==> src/design/cbtse_pkg.sv <==
/*
  Shared constants and carriers for the CAN bit timing, timestamp,
  timeout and error status register block.
  Assumes a 32-bit APB master and a protocol engine on the same clock.
*/
package cbtse_pkg;
  // Register byte addresses
  localparam logic [11:0] ADR_NBT  = 12'h01C;
  localparam logic [11:0] ADR_TSC  = 12'h020;
  localparam logic [11:0] ADR_TSV  = 12'h024;
  localparam logic [11:0] ADR_TOC  = 12'h028;
  localparam logic [11:0] ADR_TOV  = 12'h02C;
  localparam logic [11:0] ADR_EVT  = 12'h030;
  localparam logic [11:0] ADR_ECR  = 12'h040;
  localparam logic [11:0] ADR_PSR  = 12'h044;
  // Reset values
  localparam logic [31:0] NBT_RST  = 32'h0600_0A03;
  localparam logic [31:0] TOC_RST  = 32'hFFFF_0000;
  localparam logic [15:0] TOV_RST  = 16'hFFFF;
  // Limits and codes
  localparam logic [7:0]  REC_PASS = 8'h80;
  localparam logic [7:0]  CEL_MAX  = 8'hFF;
  localparam logic [7:0]  TDC_MAX  = 8'h7F;
  localparam logic [15:0] TS_MAX   = 16'hFFFF;
  localparam logic [1:0]  TSS_INT  = 2'b01;
  localparam logic [1:0]  TSS_EXT  = 2'b10;
  localparam logic [1:0]  TOS_CONT = 2'b00;
  localparam int unsigned EVT_WRAP = 0;
  localparam int unsigned EVT_TOUT = 1;
  localparam int unsigned EVT_ELO  = 2;

  typedef struct packed {
    logic [6:0] jump_width;
    logic [8:0] quantum_prescaler;
    logic [7:0] seg_before_sample;
    logic       rsv;
    logic [6:0] seg_after_sample;
  } cbtse_nbt_s;

  typedef struct packed {
    logic [11:0] rsv_hi;
    logic [3:0]  stamp_prescaler;
    logic [13:0] rsv_lo;
    logic [1:0]  timestamp_source;
  } cbtse_tsc_s;

  typedef struct packed {
    logic [15:0] timeout_period;
    logic [12:0] rsv;
    logic [1:0]  timeout_source;
    logic        timeout_enable_bit;
  } cbtse_toc_s;

  // Error events from the protocol engine
  typedef struct packed {
    logic       tx_err;
    logic [3:0] tx_add;
    logic       rx_err;
    logic [3:0] rx_add;
    logic       tx_ok;
    logic       rx_ok;
    logic       clear;
  } cbtse_err_ev_s;

  // Frame events from the protocol engine
  typedef struct packed {
    logic       sof;
    logic       fd_rx;
    logic       brs;
    logic       esi;
    logic       protocol_exception_flag;
    logic       tdc_valid;
    logic [6:0] tdc_meas;
  } cbtse_frm_ev_s;

  typedef enum logic [2:0] {
    TO_IDLE = 3'b001,
    TO_RUN  = 3'b010,
    TO_DONE = 3'b100
  } cbtse_to_e;
endpackage

==> src/design/cbtse_regs.sv <==
/*
  CAN nominal bit timing, timestamp, timeout and error status registers
  with their counters, behind an APB slave.
  Assumes the protocol engine, the control register holding the unlock
  and hold bits, and the FIFOs all run on pclk.
*/
`timescale 1ns/1ps
`default_nettype none

// Overview of operation
// Timing register writable only when unlocked and held
// Quantum is prescaler plus one clocks
// Bit is seg1 plus seg2 plus three
// Sampled bit ready edge after sample
// Prescaler in 24:16, used plus one
// Jump, seg1, seg2 fields used plus one; jump_width is not used by the logic
// Timing register resets to 500k default
// Stamp prescaler sets unit, 1-16 bits
// Timestamp source decode, external select overrides
// Capture timestamp at start of frame
// Wrap flag on nonzero-to-zero, not write
// Write clears internal count; external ignores
// Timeout period start value; enable bit
// Continuous preset on write; FIFO mode
// Decrement per unit; flag and stop
// Log count on error increments, bus-off
// Log clears on read, saturates, overflow
// Passive flag, receive and transmit counts
// Restricted mode freezes counters, logs errors
// Secondary sample position, saturated at 127
// Exception flag, cleared by status read
// FD frame flags loaded, cleared on read
// Event flags sticky, write one clears
// Protected writes need unlock and hold
module cbtse_regs
  import cbtse_pkg::*;
(
  // Clock and reset
  input  wire logic          pclk,
  input  wire logic          presetn,
  // APB slave
  input  wire logic          psel,
  input  wire logic          penable,
  input  wire logic          pwrite,
  input  wire logic [11:0]   paddr,
  input  wire logic [31:0]   pwdata,
  input  wire logic [3:0]    pstrb,
  output logic [31:0]        prdata,
  output logic               pready,
  output logic               pslverr,
  // Control bits
  input  wire logic          config_write_unlock,
  input  wire logic          config_hold_mode,
  input  wire logic          restricted_operation,
  input  wire logic          external_stamp_select,
  input  wire logic [15:0]   ext_stamp,
  input  wire logic [6:0]    secondary_sample_offset,
  // Protocol engine and FIFOs
  input  wire cbtse_err_ev_s err_ev,
  input  wire cbtse_frm_ev_s frm_ev,
  input  wire logic [2:0]    fifo_empty,
  input  wire logic [2:0]    fifo_store,
  input  wire logic          bus_rx_pin,
  // Timing and status out
  output logic               tq_tick,
  output logic               sample_tick,
  output logic               bit_tick,
  output logic               sampled_bit,
  output logic [15:0]        stamp_capture,
  output logic               bus_off
);

  function automatic logic [31:0] wmerge(input logic [31:0] old,
                                         input logic [31:0] d,
                                         input logic [3:0]  s);
    logic [31:0] m;
    m = {{8{s[3]}}, {8{s[2]}}, {8{s[1]}}, {8{s[0]}}};
    return (old & ~m) | (d & m);
  endfunction

  cbtse_nbt_s  nbt;
  cbtse_tsc_s  timestamp_count;
  cbtse_toc_s  timeout_remaining;
  cbtse_to_e   to_st;
  logic [15:0] ts_cnt;
  logic [15:0] to_cnt;
  logic [2:0]  evt;
  logic [7:0]  transmit_error_count;
  logic [6:0]  rx_error_count;
  logic        rp;
  logic [7:0]  error_log_count;
  logic [6:0]  secondary_sample_position;
  logic        protocol_exception_flag, fdf, last_rx_rate_switch, last_rx_error_state_ind;
  logic        ready_q, miss_q;
  logic [8:0]  qcnt;
  logic [9:0]  tqcnt;
  logic [3:0]  ucnt;
  logic        unit_tick;
  logic        rx_s1, rx_s2;
  logic [31:0] next_rdata;
  logic        next_miss;
  logic        acc, wr, rd;
  logic        ts_ext, ts_wr, to_wr;
  logic [15:0] ts_view;
  logic        cel_inc, to_empty, to_store;
  logic [8:0]  tec_sum;
  logic [7:0]  rec_sum, tdc_sum;
  logic [2:0]  evt_set;

  // One wait state so read data comes from a flip-flop
  assign pready  = ready_q;
  assign pslverr = ready_q & miss_q;
  assign acc     = psel & penable & ready_q;
  assign wr      = acc & pwrite;
  assign rd      = acc & ~pwrite;

  always_comb begin
    next_miss  = 1'b0;
    next_rdata = 32'h0000_0000;
    case (paddr)
      ADR_NBT: next_rdata = nbt;
      ADR_TSC: next_rdata = timestamp_count;
      ADR_TSV: next_rdata = {16'h0000, ts_view};
      ADR_TOC: next_rdata = timeout_remaining;
      ADR_TOV: next_rdata = {16'h0000, to_cnt};
      ADR_EVT: next_rdata = {29'h0000_0000, evt};
      ADR_ECR: next_rdata = {8'h00, error_log_count, rp, rx_error_count, transmit_error_count};
      ADR_PSR: next_rdata = {9'h000, secondary_sample_position, 1'b0, protocol_exception_flag, fdf, last_rx_rate_switch, last_rx_error_state_ind, 11'h000};
      default: next_miss = 1'b1;
    endcase
  end

  always_ff @(posedge pclk or negedge presetn) begin
    if (!presetn) begin
      ready_q <= 1'b0;
      miss_q  <= 1'b0;
      prdata  <= 32'h0000_0000;
    end else begin
      ready_q <= psel & penable & ~ready_q;
      if (psel & penable & ~ready_q) begin
        miss_q <= next_miss;
        prdata <= pwrite ? 32'h0000_0000 : next_rdata;
      end
    end
  end

  // Protected timing register
  always_ff @(posedge pclk or negedge presetn) begin
    if (!presetn)
      nbt <= NBT_RST;
    else if (wr && paddr == ADR_NBT && config_write_unlock && config_hold_mode)
      nbt <= wmerge(nbt, pwdata, pstrb);
  end

  // Other configuration registers, also protected
  always_ff @(posedge pclk or negedge presetn) begin
    if (!presetn) begin
      timestamp_count <= '0;
      timeout_remaining <= TOC_RST;
    end else if (wr && config_write_unlock && config_hold_mode) begin
      if (paddr == ADR_TSC)
        timestamp_count <= wmerge(timestamp_count, pwdata, pstrb);
      if (paddr == ADR_TOC)
        timeout_remaining <= wmerge(timeout_remaining, pwdata, pstrb);
    end
  end

  // Quantum and bit timing; halted while held in configuration
  always_ff @(posedge pclk or negedge presetn) begin
    if (!presetn) begin
      qcnt    <= '0;
      tq_tick <= 1'b0;
    end else if (config_hold_mode) begin
      qcnt    <= '0;
      tq_tick <= 1'b0;
    end else begin
      tq_tick <= (qcnt == nbt.quantum_prescaler);
      qcnt    <= (qcnt == nbt.quantum_prescaler) ? 9'd0 : qcnt + 9'd1;
    end
  end

  always_ff @(posedge pclk or negedge presetn) begin
    if (!presetn) begin
      tqcnt       <= '0;
      sample_tick <= 1'b0;
      bit_tick    <= 1'b0;
    end else begin
      sample_tick <= tq_tick && tqcnt == {2'b00, nbt.seg_before_sample} + 10'd1;
      bit_tick    <= tq_tick && tqcnt == {2'b00, nbt.seg_before_sample}
                     + {3'b000, nbt.seg_after_sample} + 10'd2;
      if (config_hold_mode)
        tqcnt <= '0;
      else if (tq_tick)
        tqcnt <= (tqcnt == {2'b00, nbt.seg_before_sample}
                  + {3'b000, nbt.seg_after_sample} + 10'd2) ? 10'd0 : tqcnt + 10'd1;
    end
  end

  // Bus pin synchroniser and sampled value
  always_ff @(posedge pclk or negedge presetn) begin
    if (!presetn) begin
      rx_s1       <= 1'b1;
      rx_s2       <= 1'b1;
      sampled_bit <= 1'b1;
    end else begin
      rx_s1 <= bus_rx_pin;
      rx_s2 <= rx_s1;
      if (sample_tick)
        sampled_bit <= rx_s2;
    end
  end

  // Time unit of stamp and timeout counters
  always_ff @(posedge pclk or negedge presetn) begin
    if (!presetn) begin
      ucnt      <= '0;
      unit_tick <= 1'b0;
    end else begin
      unit_tick <= bit_tick && ucnt == timestamp_count.stamp_prescaler;
      if (bit_tick)
        ucnt <= (ucnt == timestamp_count.stamp_prescaler) ? 4'd0 : ucnt + 4'd1;
    end
  end

  // Timestamp counter
  assign ts_ext  = external_stamp_select || timestamp_count.timestamp_source == TSS_EXT;
  assign ts_view = ts_ext ? ext_stamp : ts_cnt;
  assign ts_wr   = wr && paddr == ADR_TSV && !ts_ext;

  always_ff @(posedge pclk or negedge presetn) begin
    if (!presetn)
      ts_cnt <= '0;
    else if (ts_ext || timestamp_count.timestamp_source != TSS_INT || ts_wr)
      ts_cnt <= '0;
    else if (unit_tick)
      ts_cnt <= ts_cnt + 16'd1;
  end

  always_ff @(posedge pclk or negedge presetn) begin
    if (!presetn)
      stamp_capture <= '0;
    else if (frm_ev.sof)
      stamp_capture <= ts_view;
  end

  // Timeout counter
  assign to_wr    = wr && paddr == ADR_TOV;
  assign to_empty = timeout_remaining.timeout_source != TOS_CONT && fifo_empty[timeout_remaining.timeout_source - 2'd1];
  assign to_store = timeout_remaining.timeout_source != TOS_CONT && fifo_store[timeout_remaining.timeout_source - 2'd1];

  always_ff @(posedge pclk or negedge presetn) begin
    if (!presetn) begin
      to_st  <= TO_IDLE;
      to_cnt <= TOV_RST;
    end else if (!timeout_remaining.timeout_enable_bit) begin
      to_st <= TO_IDLE;
    end else if (timeout_remaining.timeout_source == TOS_CONT && to_wr) begin
      to_cnt <= timeout_remaining.timeout_period;
      to_st  <= TO_RUN;
    end else if (to_empty) begin
      to_cnt <= timeout_remaining.timeout_period;
      to_st  <= TO_IDLE;
    end else begin
      case (to_st)
        TO_IDLE: if (timeout_remaining.timeout_source == TOS_CONT || to_store) to_st <= TO_RUN;
        TO_RUN: begin
          if (to_cnt == 16'd0)
            to_st <= TO_DONE;
          else if (unit_tick) begin
            to_cnt <= to_cnt - 16'd1;
            if (to_cnt == 16'd1)
              to_st <= TO_DONE;
          end
        end
        TO_DONE: to_st <= TO_DONE;
        default: to_st <= TO_IDLE;
      endcase
    end
  end

  // Error counters
  assign tec_sum = {1'b0, transmit_error_count} + {5'd0, err_ev.tx_add};
  assign rec_sum = {1'b0, rx_error_count} + {4'd0, err_ev.rx_add};
  // Passive flag alone, with receive count unchanged, is not logged
  assign cel_inc = (err_ev.tx_err && (tec_sum <= 9'h0FF || !bus_off))
                   || (err_ev.rx_err && rec_sum < REC_PASS);

  always_ff @(posedge pclk or negedge presetn) begin
    if (!presetn) begin
      transmit_error_count     <= '0;
      rx_error_count     <= '0;
      rp      <= 1'b0;
      bus_off <= 1'b0;
    end else if (err_ev.clear) begin
      transmit_error_count     <= '0;
      rx_error_count     <= '0;
      rp      <= 1'b0;
      bus_off <= 1'b0;
    end else if (!restricted_operation) begin
      if (err_ev.tx_err) begin
        if (tec_sum > 9'h0FF)
          bus_off <= 1'b1;
        else
          transmit_error_count <= tec_sum[7:0];
      end else if (err_ev.tx_ok && transmit_error_count != 8'd0)
        transmit_error_count <= transmit_error_count - 8'd1;
      if (err_ev.rx_err) begin
        if (rec_sum >= REC_PASS)
          rp <= 1'b1;
        else
          rx_error_count <= rec_sum[6:0];
      end else if (err_ev.rx_ok) begin
        if (rp)
          rp <= 1'b0;
        else if (rx_error_count != 7'd0)
          rx_error_count <= rx_error_count - 7'd1;
      end
    end
  end

  // Logging count; below CEL_MAX an increment beats the read clear
  always_ff @(posedge pclk or negedge presetn) begin
    if (!presetn)
      error_log_count <= '0;
    else if (cel_inc && error_log_count != CEL_MAX)
      error_log_count <= (rd && paddr == ADR_ECR) ? 8'd1 : error_log_count + 8'd1;
    else if (rd && paddr == ADR_ECR)
      error_log_count <= '0;
  end

  // Protocol status; whole-word read clears byte 1 flags
  assign tdc_sum = {1'b0, frm_ev.tdc_meas} + {1'b0, secondary_sample_offset};

  always_ff @(posedge pclk or negedge presetn) begin
    if (!presetn) begin
      secondary_sample_position <= '0;
      protocol_exception_flag  <= 1'b0;
      fdf  <= 1'b0;
      last_rx_rate_switch <= 1'b0;
      last_rx_error_state_ind <= 1'b0;
    end else begin
      if (frm_ev.tdc_valid)
        secondary_sample_position <= (tdc_sum > TDC_MAX) ? TDC_MAX[6:0] : tdc_sum[6:0];
      if (frm_ev.protocol_exception_flag)
        protocol_exception_flag <= 1'b1;
      else if (rd && paddr == ADR_PSR)
        protocol_exception_flag <= 1'b0;
      if (frm_ev.fd_rx) begin
        fdf  <= 1'b1;
        last_rx_rate_switch <= frm_ev.brs;
        last_rx_error_state_ind <= frm_ev.esi;
      end else if (rd && paddr == ADR_PSR) begin
        fdf  <= 1'b0;
        last_rx_rate_switch <= 1'b0;
        last_rx_error_state_ind <= 1'b0;
      end
    end
  end

  // Sticky event flags, set beats write-one clear
  always_comb begin
    evt_set           = 3'b000;
    evt_set[EVT_WRAP] = unit_tick && !ts_ext && timestamp_count.timestamp_source == TSS_INT
                        && ts_cnt == TS_MAX && !ts_wr;
    evt_set[EVT_TOUT] = timeout_remaining.timeout_enable_bit && to_st == TO_RUN
                        && unit_tick && to_cnt == 16'd1;
    evt_set[EVT_ELO]  = cel_inc && error_log_count == CEL_MAX;
  end

  always_ff @(posedge pclk or negedge presetn) begin
    if (!presetn)
      evt <= '0;
    else if (wr && paddr == ADR_EVT && pstrb[0])
      evt <= (evt & ~pwdata[2:0]) | evt_set;
    else
      evt <= evt | evt_set;
  end
endmodule

`default_nettype wire

==> config.mk <==
export PLATFORM = sky130hd
export DESIGN_NAME = cbtse_regs
export DESIGN_NICKNAME = d
export VERILOG_FILES = /design/src/design/cbtse_pkg.sv /design/src/design/cbtse_regs.sv
export SDC_FILE = /design/constraint.sdc
export NUM_CORES = 1
export LEC_CHECK = 0
export BUFFER_PORTS_ARGS = -buffer_cell sky130_fd_sc_hd__buf_4
export CORE_ASPECT_RATIO = 1.75
export CORE_MARGIN = 2
export CORE_UTILIZATION = 59
export CTS_CLUSTER_DIAMETER = 40
export DETAILED_ROUTE_END_ITERATION = 12
export PLACE_DENSITY = 0.81
export SYNTH_ARGS = -nofsm -noshare
export SYNTH_HDL_FRONTEND = slang
export SYNTH_SLANG_ARGS = --single-unit
==> constraint.sdc <==
create_clock -name pclk -period 4.3 [get_ports pclk]
set_input_delay 0.645 -clock pclk [delete_from_list [all_inputs] [get_ports pclk]]
set_output_delay 0.645 -clock pclk [all_outputs]
set_load 0.01 [all_outputs]
==> results of run 1 <==
==> per-stage QoR <==
| step | hold WS, ns | util (%) | instance area [sq um] |
|---|---|---|---|
| global route | 0.182 | 70.9 | 16400 |
| detailed placement | 0.350 | 66.5 | 15400 |
| global placement | 0.350 | 66.5 | 15400 |
| CTS | 0.190 | 70.9 | 16400 |
| floorplan | 0.345 | - | 13800 |
| finish | 0.188 | 70.9 | 16400 |
==> routing by layer <==
metal,GRT usage [%],wire length [microns]
met2,61.1,21400
met4,25.1,3340
met1,38.2,14800
met3,5.71,2870
met5,0,0
==> kinds of logic after synthesis <==
kind of cell               after synthesis  share of synthesized area (%)
buffers and inverters                  103                           2.95
xor gates and xnor gates                77                           4.88
DFF                                    250                           45.6
muxes                                  131                           10.4
AOI/OAI and AO/OA                      338                           16.9
adders and majority gates               45                           4.29
and+or+nand+nor                        410                           15.0
==> worst min-delay path by stage <==
stage | endpoint | cells past startpoint | slack, ns | start
3_3_place_gp | rx_s2 | 0 | 0.35 | rx_s1
2_1_floorplan | asynchronous set/reset pin | 0 | 0.35 | presetn
4_1_cts | rx_s1 | 1 | 0.19 | bus_rx_pin
6_report | transmit_error_count[1] | 1 | 0.19 | presetn
5_1_grt | rx_s1 | 1 | 0.18 | bus_rx_pin
3_5_place_dp | rx_s2 | 0 | 0.35 | rx_s1
==> power by group <==
part	internal (uW)	switching (uW)	total, uW
clock network	1490	1080	2570
registers	2450	128	2580
logic	289	343	632
total	4220	1550	5780
==> critical path, cell delays in order, from the launching register on <==
cell and delay, ns:
dfstp_2 0.60, inv_1 0.07, ha_1 0.27, inv_1 0.05, ha_1 0.22, fa_1 0.42
a211oi_1 0.32, nor2_1 0.14, a41o_1 0.24, o22ai_1 0.31, nor3_1 0.10, buf_4 0.18
a211oi_1 0.24
==> cells in the final DEF (no fill, tap or decap), types with 15 or more instances in the layout <==
cell	count
dfstp_2	42
xor2_1	47
nand3_1	32
clkbuf_16	29
nand2_1	112
a21oi_1	55
ha_1	41
o21ai_1	50
a221oi_1	15
inv_1	38
mux2i_1	28
a22o_1	18
and2_1	15
mux2_1	91
a211oi_1	18
o21ai_0	40
nor3_1	20
a22oi_1	19
nor2_1	108
xnor2_1	30
dfrtp_1	208
o2bb2ai_1	15
nand4_1	22
buf_4	186
a222oi_1	16
==> layout make-up <==
type / count / area, sq um
Multi-Input combinational cell: 1001 / 7110
Fill cell: 1766 / 6740
Sequential cell: 250 / 6310
Timing Repair Buffer: 189 / 1450
Clock buffer: 33 / 761
Tap cell: 304 / 380
Clock inverter: 21 / 246
Inverter: 39 / 146
==> flow_summary.json, run 1 <==
{
  "portBuffers": 167,
  "endpoint": "tqcnt[5]",
  "coreArea_sq_um": 23100,
  "synth_cell_types": 78,
  "crit_fanout": 9,
  "insertion_delay_ns": 0.57,
  "vias": 11800,
  "r2r_cells": 12,
  "worstMarginPinSlew_ns": 1.22,
  "async_flop_share_pct": 100,
  "syn_to_final_growth_pct": 18.7,
  "synth_common_cells": "208 x dfrtp_1, 112 x nand2_1, 108 x nor2_1",
  "cts_buffers": 29,
  "synthTopCellsByArea": "dfrtp_1 38%, dfstp_2 8.0%, mux2_1 7.4%",
  "wl_per_cell_microns": 23.1,
  "min_path_type": "input pin to asynchronous set/reset pin",
  "skew_ns": 0.0119,
  "cts.clk_slew.worst_paths_ns": 0.07,
  "p_leak_uw": 0.00759,
  "pin_count": 168,
  "syn_area_per_cell_sq_um": 10.2,
  "wl_microns": 42400,
  "finalCritPeriodShare_pct": 75.3,
  "place_congestion": 1.04,
  "placed_cells": 1783,
  "place_hpwl_microns": 31500,
  "grt_pass1_wl_microns": 66400,
  "overflow": 0,
  "worstPathRequired_ns": 4.78,
  "antenna_found_initial": 0,
  "power.density_nw_per_um2": 352,
  "setup_tns_ns": 0,
  "via_per_inst": 6.45,
  "drv_slew": 0,
  "die_w_microns": 120,
  "track_usage_pct": 34.9,
  "syn_area_sq_um": 13800,
  "diodes": 0,
  "nets": 1668,
  "rsz0062_at_grt": "no",
  "cts-htree-levels": 1,
  "hold_viol": 0,
  "synth_top_flop_cell": "dfrtp_1",
  "drtPass1Iterations": 5,
  "ir_worst_vdd_v": 0.000301,
  "synth_seq_area_share_pct": 45.6,
  "yosys.area.top_type_share_pct": 37.7,
  "pre_cts_slack_ns": 1.12,
  "status": "completed",
  "die_area_sq_um": 24700,
  "std_cell_rows": 74,
  "ys_seq_elements": 250,
  "ant_nets": 0,
  "crit_arrival_ns": 3.71,
  "synth_top_area_cell": "dfrtp_1",
  "drv_cap": 0,
  "cts_hold_buffers": 0,
  "crit_path_end_kind": "register",
  "grt_max_degree": 127,
  "startpoint_type": "register",
  "crit_type": "register to register",
  "drtIter0Drc": 900,
  "post_cts_buffers": 0,
  "cts_buffer_depth": 3,
  "r2r_slack_ns": 1.06,
  "cts-root-buf": "clkbuf_16",
  "fin_ws_ns": 1.06,
  "synth_nets": 1512,
  "yosysMostFrequentCell": "dfrtp_1",
  "drive_above_1_share_pct": 20.7,
  "final-setup-viol-count": 0,
  "fmax_ghz": 0.309,
  "synth-edff-count": 0,
  "die_h_microns": 206,
  "cts_sinks": 250,
  "start_util_pct": 59.7,
  "cts_resized": 0,
  "power_uw": 5780,
  "max-slew-margin-rel_pct": 18.3,
  "fin_cells": 1837,
  "fin_crit_ns": 3.24,
  "drcViolationCount": 0,
  "synthCells": 1354,
  "cts_tree": "done",
  "yosysWarnings": 0,
  "reg2reg_to": "tqcnt[5]",
  "grt_pass1_vias": 12200
}
Note: power is estimated with default switching activity, not from simulation.
==> run 2, diff against run 1 <==
--- a/config.mk
+++ b/config.mk
@@ -8,10 +8,10 @@
 export BUFFER_PORTS_ARGS = -buffer_cell sky130_fd_sc_hd__buf_4
 export CORE_ASPECT_RATIO = 1.75
 export CORE_MARGIN = 2
-export CORE_UTILIZATION = 59
+export CORE_UTILIZATION = 53
 export CTS_CLUSTER_DIAMETER = 40
 export DETAILED_ROUTE_END_ITERATION = 12
-export PLACE_DENSITY = 0.81
+export PLACE_DENSITY = 0.77
 export SYNTH_ARGS = -nofsm -noshare
 export SYNTH_HDL_FRONTEND = slang
 export SYNTH_SLANG_ARGS = --single-unit
==> constraint.sdc (replaced) <==
create_clock -name pclk -period 2.7 [get_ports pclk]
set_input_delay 0.405 -clock pclk [delete_from_list [all_inputs] [get_ports pclk]]
set_output_delay 0.405 -clock pclk [all_outputs]
set_load 0.01 [all_outputs]
==> run 2 against run 1 <==
Cell count increased by 3.9%. The run now ends with setup timing left. Sequential power increased by 59%. Critical endpoint is now tqcnt[6]. Register-to-register slack got worse by 1.2 ns. Core utilization decreased by 4.7 points. Sequential share of layout area decreased by 1.5 points. Hold slack got worse by 0.17 ns.
==> flow_summary.json, run 2 (same netlist as run 1, synthesis figures left out) <==
{
  "power.density_nw_per_um2": 543,
  "mostFrequentLayoutCell": "buf_4",
  "cts_sinks": 250,
  "drv_slew": 0,
  "worstMarginPinSlew_ns": 0.858,
  "die_h_microns": 218,
  "cts-root-buf": "clkbuf_16",
  "vias": 12100,
  "syn_to_final_growth_pct": 23.4,
  "insertion_delay_ns": 0.56,
  "grt_max_degree": 79,
  "die_area_sq_um": 27400,
  "drv_cap": 0,
  "holdCritStartpoint": "frm_ev[8]",
  "filler_cell_count": 2121,
  "overflow": 0,
  "violations": "setup timing",
  "wl_microns": 43100,
  "min_to": "protocol_exception_flag",
  "grt_pass1_vias": 12400,
  "drcViolationCount": 0,
  "track_usage_pct": 31.1,
  "drive_above_1_share_pct": 24.8,
  "crit_fanout": 5,
  "fmax_ghz": 0.357,
  "cts-htree-levels": 1,
  "min_path_type": "input pin to register",
  "reg2reg_to": "tqcnt[6]",
  "drtPass1Iterations": 6,
  "ir_worst_vdd_v": 0.000434,
  "cts_buffer_depth": 3,
  "p_leak_uw": 0.00789,
  "skew_ns": 0.0123,
  "ant_nets": 0,
  "crit_path_end_kind": "register",
  "final-setup-viol-count": 11,
  "drtIter0Drc": 915,
  "start_util_pct": 53.7,
  "r2r_slack_ns": -0.1,
  "holdWs_ns": 0.0178,
  "hold_depth": 2,
  "finalCritPeriodShare_pct": 104,
  "antenna_found_initial": 1,
  "place_hpwl_microns": 32600,
  "cts_tree": "done",
  "power_uw": 9270,
  "via_per_inst": 6.33,
  "crit_type": "register to register",
  "pin_count": 168,
  "cts_buffers": 29,
  "grt_pass1_wl_microns": 67100,
  "layout_common_cells": "231 x buf_4, 208 x dfrtp_1, 112 x nand2_1, 107 x nor2_1, 91 x mux2_1",
  "max-slew-margin-rel_pct": 42.2,
  "die_w_microns": 126,
  "fin_crit_ns": 2.80,
  "status": "complete, but fails checks",
  "fin_ws_ns": -0.0998,
  "placed_cells": 1848,
  "hold_viol": 0,
  "fin_cells": 1908,
  "place_congestion": 0.976,
  "rsz0062_at_grt": "yes",
  "portBuffers": 167,
  "nets": 1723,
  "coreArea_sq_um": 25800,
  "cts.clk_slew.worst_paths_ns": 0.06,
  "worstPathRequired_ns": 3.10,
  "wl_per_cell_microns": 22.6,
  "r2r_cells": 12,
  "crit_arrival_ns": 3.20,
  "startpoint_type": "register",
  "std_cell_rows": 78
}
[run 2: cell count changes in the layout (fill, tap and decap cells not counted), sizes merged]
cell         change
buf             +53
clkbuf           +1
clkinv           +1
clkinvlp         +1
diode            +1
dlygate4sd3      +2
inv              -4
[run 2: worst max-delay path by stage]
stage,start,endpoint,slack [ns]
final,register,tqcnt[6],-0.1
after global routing,register,tqcnt[6],-0.21
after CTS,register,tqcnt[5],-0.13
after detailed placement,register,tqcnt[5],-0.16
after global placement,register,tqcnt[6],-0.12
after floorplan,register,tqcnt[1],0.006
[run 2: final cells by class]
type                            count  area [sq um]  share of cell area [%]
Antenna cell                        1          2.50                  0.0147
Clock buffer                       34           754                    4.42
Tap cell                          320           400                    2.35
Sequential cell                   250          6310                    37.0
Inverter                           39           146                   0.858
Timing Repair Buffer              244          1940                    11.4
Clock inverter                     19           241                    1.42
Multi-Input combinational cell   1001          7270                    42.6
[run 2: metal layers]
layer,wire (microns),part of all wire (%),vias up,global-route usage [%]
met5,0,0,-,0
met4,3210,7.4,0,19.9
met3,2400,5.6,183,3.53
met2,22100,51,489,55.8
met1,15400,36,5988,34.8
li1,-,-,5421,-
[run 2: what timing repair did]
item	4_1_cts	5_1_grt
gates cloned	1	0
buffers inserted	3	1
pin swaps	15	17
endpoints found under the setup margin	11	14
hold buffers	2	0
gates resized for setup	21	9
hold endpoints to repair	58	0
[run 2: stage by stage]
| step | util, % | setup WS, ns | setup TNS, ns | instance area, sq um |
|---|---|---|---|---|
| floorplan | - | 0.00566 | 0 | 13800 |
| global placement | 61.6 | -0.115 | -0.965 | 15900 |
| detailed placement | 61.6 | -0.163 | -1.54 | 15900 |
| CTS | 66.1 | -0.132 | -1.11 | 17000 |
| global route | 66.2 | -0.214 | -1.87 | 17100 |
| finish | 66.2 | -0.0998 | -0.697 | 17100 |
[run 2: worst max-delay path, stage by stage (launching register included)]
cell and delay (ns):
dfstp_2 0.55, inv_2 0.05, ha_4 0.26, inv_2 0.04, ha_4 0.15, fa_2 0.37
a211oi_4 0.24, o21bai_1 0.11, a211oi_2 0.29, o22ai_4 0.12, nor3_4 0.22, buf_6 0.17
a211oi_2 0.07
[run 2: where the power goes]
part           internal, uW  total, uW  switching (uW)  leakage [uW]
Combinational           487       1070             582       0.00418
Sequential             3900       4090             196       0.00323
Clock                  2350       4110            1760      0.000477
Total                  6730       9270            2540       0.00789
==> run 3, diff against run 2 <==
--- a/config.mk
+++ b/config.mk
@@ -5,10 +5,11 @@
 export SDC_FILE = /design/constraint.sdc
 export NUM_CORES = 1
 export LEC_CHECK = 0
-export BUFFER_PORTS_ARGS = -buffer_cell sky130_fd_sc_hd__buf_4
+export BUFFER_PORTS_ARGS = -buffer_cell sky130_fd_sc_hd__clkbuf_2
 export CORE_ASPECT_RATIO = 1.75
 export CORE_MARGIN = 2
 export CORE_UTILIZATION = 53
+export CTS_BUF_LIST = sky130_fd_sc_hd__clkbuf_4 sky130_fd_sc_hd__clkbuf_8 sky130_fd_sc_hd__clkbuf_16
 export CTS_CLUSTER_DIAMETER = 40
 export DETAILED_ROUTE_END_ITERATION = 12
 export PLACE_DENSITY = 0.77
==> run 3 against run 2 <==
The flow still finishes with violations (setup timing). Maximum frequency up 1.4%. Combinational power decreased by 7%. Clock power hardly changed. Critical path depth is the same. Die area unchanged. Global-route usage is 0.76 points lower. Core utilization shrank 1.9 points. Largest cell class unchanged. Largest power group unchanged.
==> flow_summary.json, run 3 (same netlist as run 1, synthesis figures left out) <==
{
  "status": "complete, but fails checks",
  "violations": "setup timing",
  "start_util_pct": 53.7,
  "p_leak_uw": 0.00774,
  "cts_sinks": 250,
  "crit_type": "register to register",
  "insertion_delay_ns": 0.58,
  "drcViolationCount": 0,
  "ant_nets": 0,
  "nets": 1716,
  "final_core_util_pct": 64.4,
  "min_path_type": "input pin to register",
  "cts_buffer_depth": 3,
  "final-setup-viol-count": 10,
  "worstMarginPinSlew_ns": 0.766,
  "wl_microns": 41900,
  "drv_slew": 0,
  "cts-htree-levels": 1,
  "track_usage_pct": 30.4,
  "hold_viol": 0,
  "die_w_microns": 126,
  "place_hpwl_microns": 31900,
  "grt_max_degree": 69,
  "register_area_sq_um": 6310,
  "crit_arrival_ns": 3.17,
  "drive_above_1_share_pct": 24.3,
  "grt_pass1_vias": 12400,
  "rsz0062_at_grt": "yes",
  "worstPathRequired_ns": 3.11,
  "coreArea_sq_um": 25800,
  "portBuffers": 167,
  "cts_tree": "done",
  "multi_input_area_sq_um": 7240,
  "place_congestion": 0.996,
  "fmax_ghz": 0.362,
  "mostFrequentLayoutCell": "dfrtp_1",
  "crit_path_end_kind": "register",
  "skew_ns": 0.0254,
  "holdCritStartpoint": "frm_ev[8]",
  "met1_usage_pct": 32.5,
  "die_h_microns": 218,
  "holdWs_ns": 0.0294,
  "grt_pass1_wl_microns": 65500,
  "cts-root-buf": "clkbuf_16",
  "max-slew-margin-rel_pct": 48.5,
  "drv_cap": 0,
  "pre_cts_slack_ns": -0.176,
  "top_usage_layer": "met2",
  "overflow": 0,
  "fin_crit_ns": 2.76,
  "cts.clk_slew.worst_paths_ns": 0.07,
  "fin_ws_ns": -0.0601,
  "startpoint_type": "register",
  "drtPass1Iterations": 6,
  "pin_count": 168,
  "gr-usage-met3_pct": 4.20,
  "via_per_inst": 6.27,
  "std_cell_rows": 78,
  "power.density_nw_per_um2": 554,
  "layout_common_cells": "208 x dfrtp_1, 166 x clkbuf_2, 112 x nand2_1, 107 x nor2_1, 91 x mux2_1",
  "vias": 11900,
  "antenna_found_initial": 2,
  "syn_to_final_growth_pct": 20.0,
  "die_area_sq_um": 27400,
  "drtIter0Drc": 939,
  "wl_per_cell_microns": 22.0,
  "postLayoutCellArea_sq_um": 16600,
  "filler_cell_count": 2086,
  "use_met2_pct": 53.8,
  "finalCritPeriodShare_pct": 102,
  "cts_buffers": 30,
  "placed_cell_area_sq_um": 15400,
  "ir_worst_vdd_v": 0.000457,
  "crit_fanout": 9
}
==> run 3: cell types whose count changed in the layout (fill, tap and decap cells not counted), sizes merged <==
cell	delta
buf	-174
clkbuf	+165
inv	+6
bufinv	-2
diode	+1
==> run 3: area by class of cell <==
cell class                 count  share of cell area (%)
tap                          320                    2.41
inverter                      39                   0.883
timing repair buffer         236                    8.80
sequential                   250                    38.0
antenna                        2                  0.0302
clock buffer                  33                    4.74
clock inverter                23                    1.43
multi-input combinational   1001                    43.7
==> run 3: path summary, 6_finish.rpt <==
check	endpoint	slack (ns)	depth (start not counted)
min in group asynchronous	secondary_sample_position[5]	0.37	2
max in group asynchronous	rx_s2	1.40	3
max reg2reg	tqcnt[1]	-0.06	12
min	protocol_exception_flag	0.03	2
min reg2reg	rx_s2	0.36	0
max	tqcnt[1]	-0.06	12
==> run 3: metal layers <==
metal  routed length (microns)  up-vias
met3                      2520      179
met4                      3360        0
li1                          -     5420
met1                     14600     5805
met5                         0        -
met2                     21500      529
==> run 3: per-stage QoR <==
step	TNS [ns]	total power, uW	cells
floorplan	0	4640	1354
global placement	-0.607	5090	1841
detailed placement	-1.37	5120	1841
CTS	-0.0494	9210	1901
global route	-1.53	9520	1904
finish	-0.381	9190	1904
==> run 3: power by group <==
part,switching (uW),internal (uW),total (uW)
clock network,1830,2280,4110
logic,579,426,1000
registers,179,3900,4080
==> run 3: what timing repair did <==
| action | CTS | global route |
|---|---|---|
| endpoints found under the hold margin | 60 | 0 |
| pin swaps | 5 | 3 |
| gates resized for setup | 13 | 8 |
| setup buffers | 2 | 1 |
| endpoints found under the setup margin | 11 | 13 |
| hold buffers | 2 | 0 |
==> run 3: worst max-delay path: stages, from the launching register on <==
cell and delay [ns]:
dfstp_2 0.54, inv_2 0.05, ha_4 0.25, inv_2 0.04, ha_4 0.15, fa_2 0.36, a211oi_4 0.24, o21bai_1 0.13
a211oi_2 0.27, o22ai_4 0.13, nor3_4 0.18, buf_12 0.16, o32ai_1 0.08
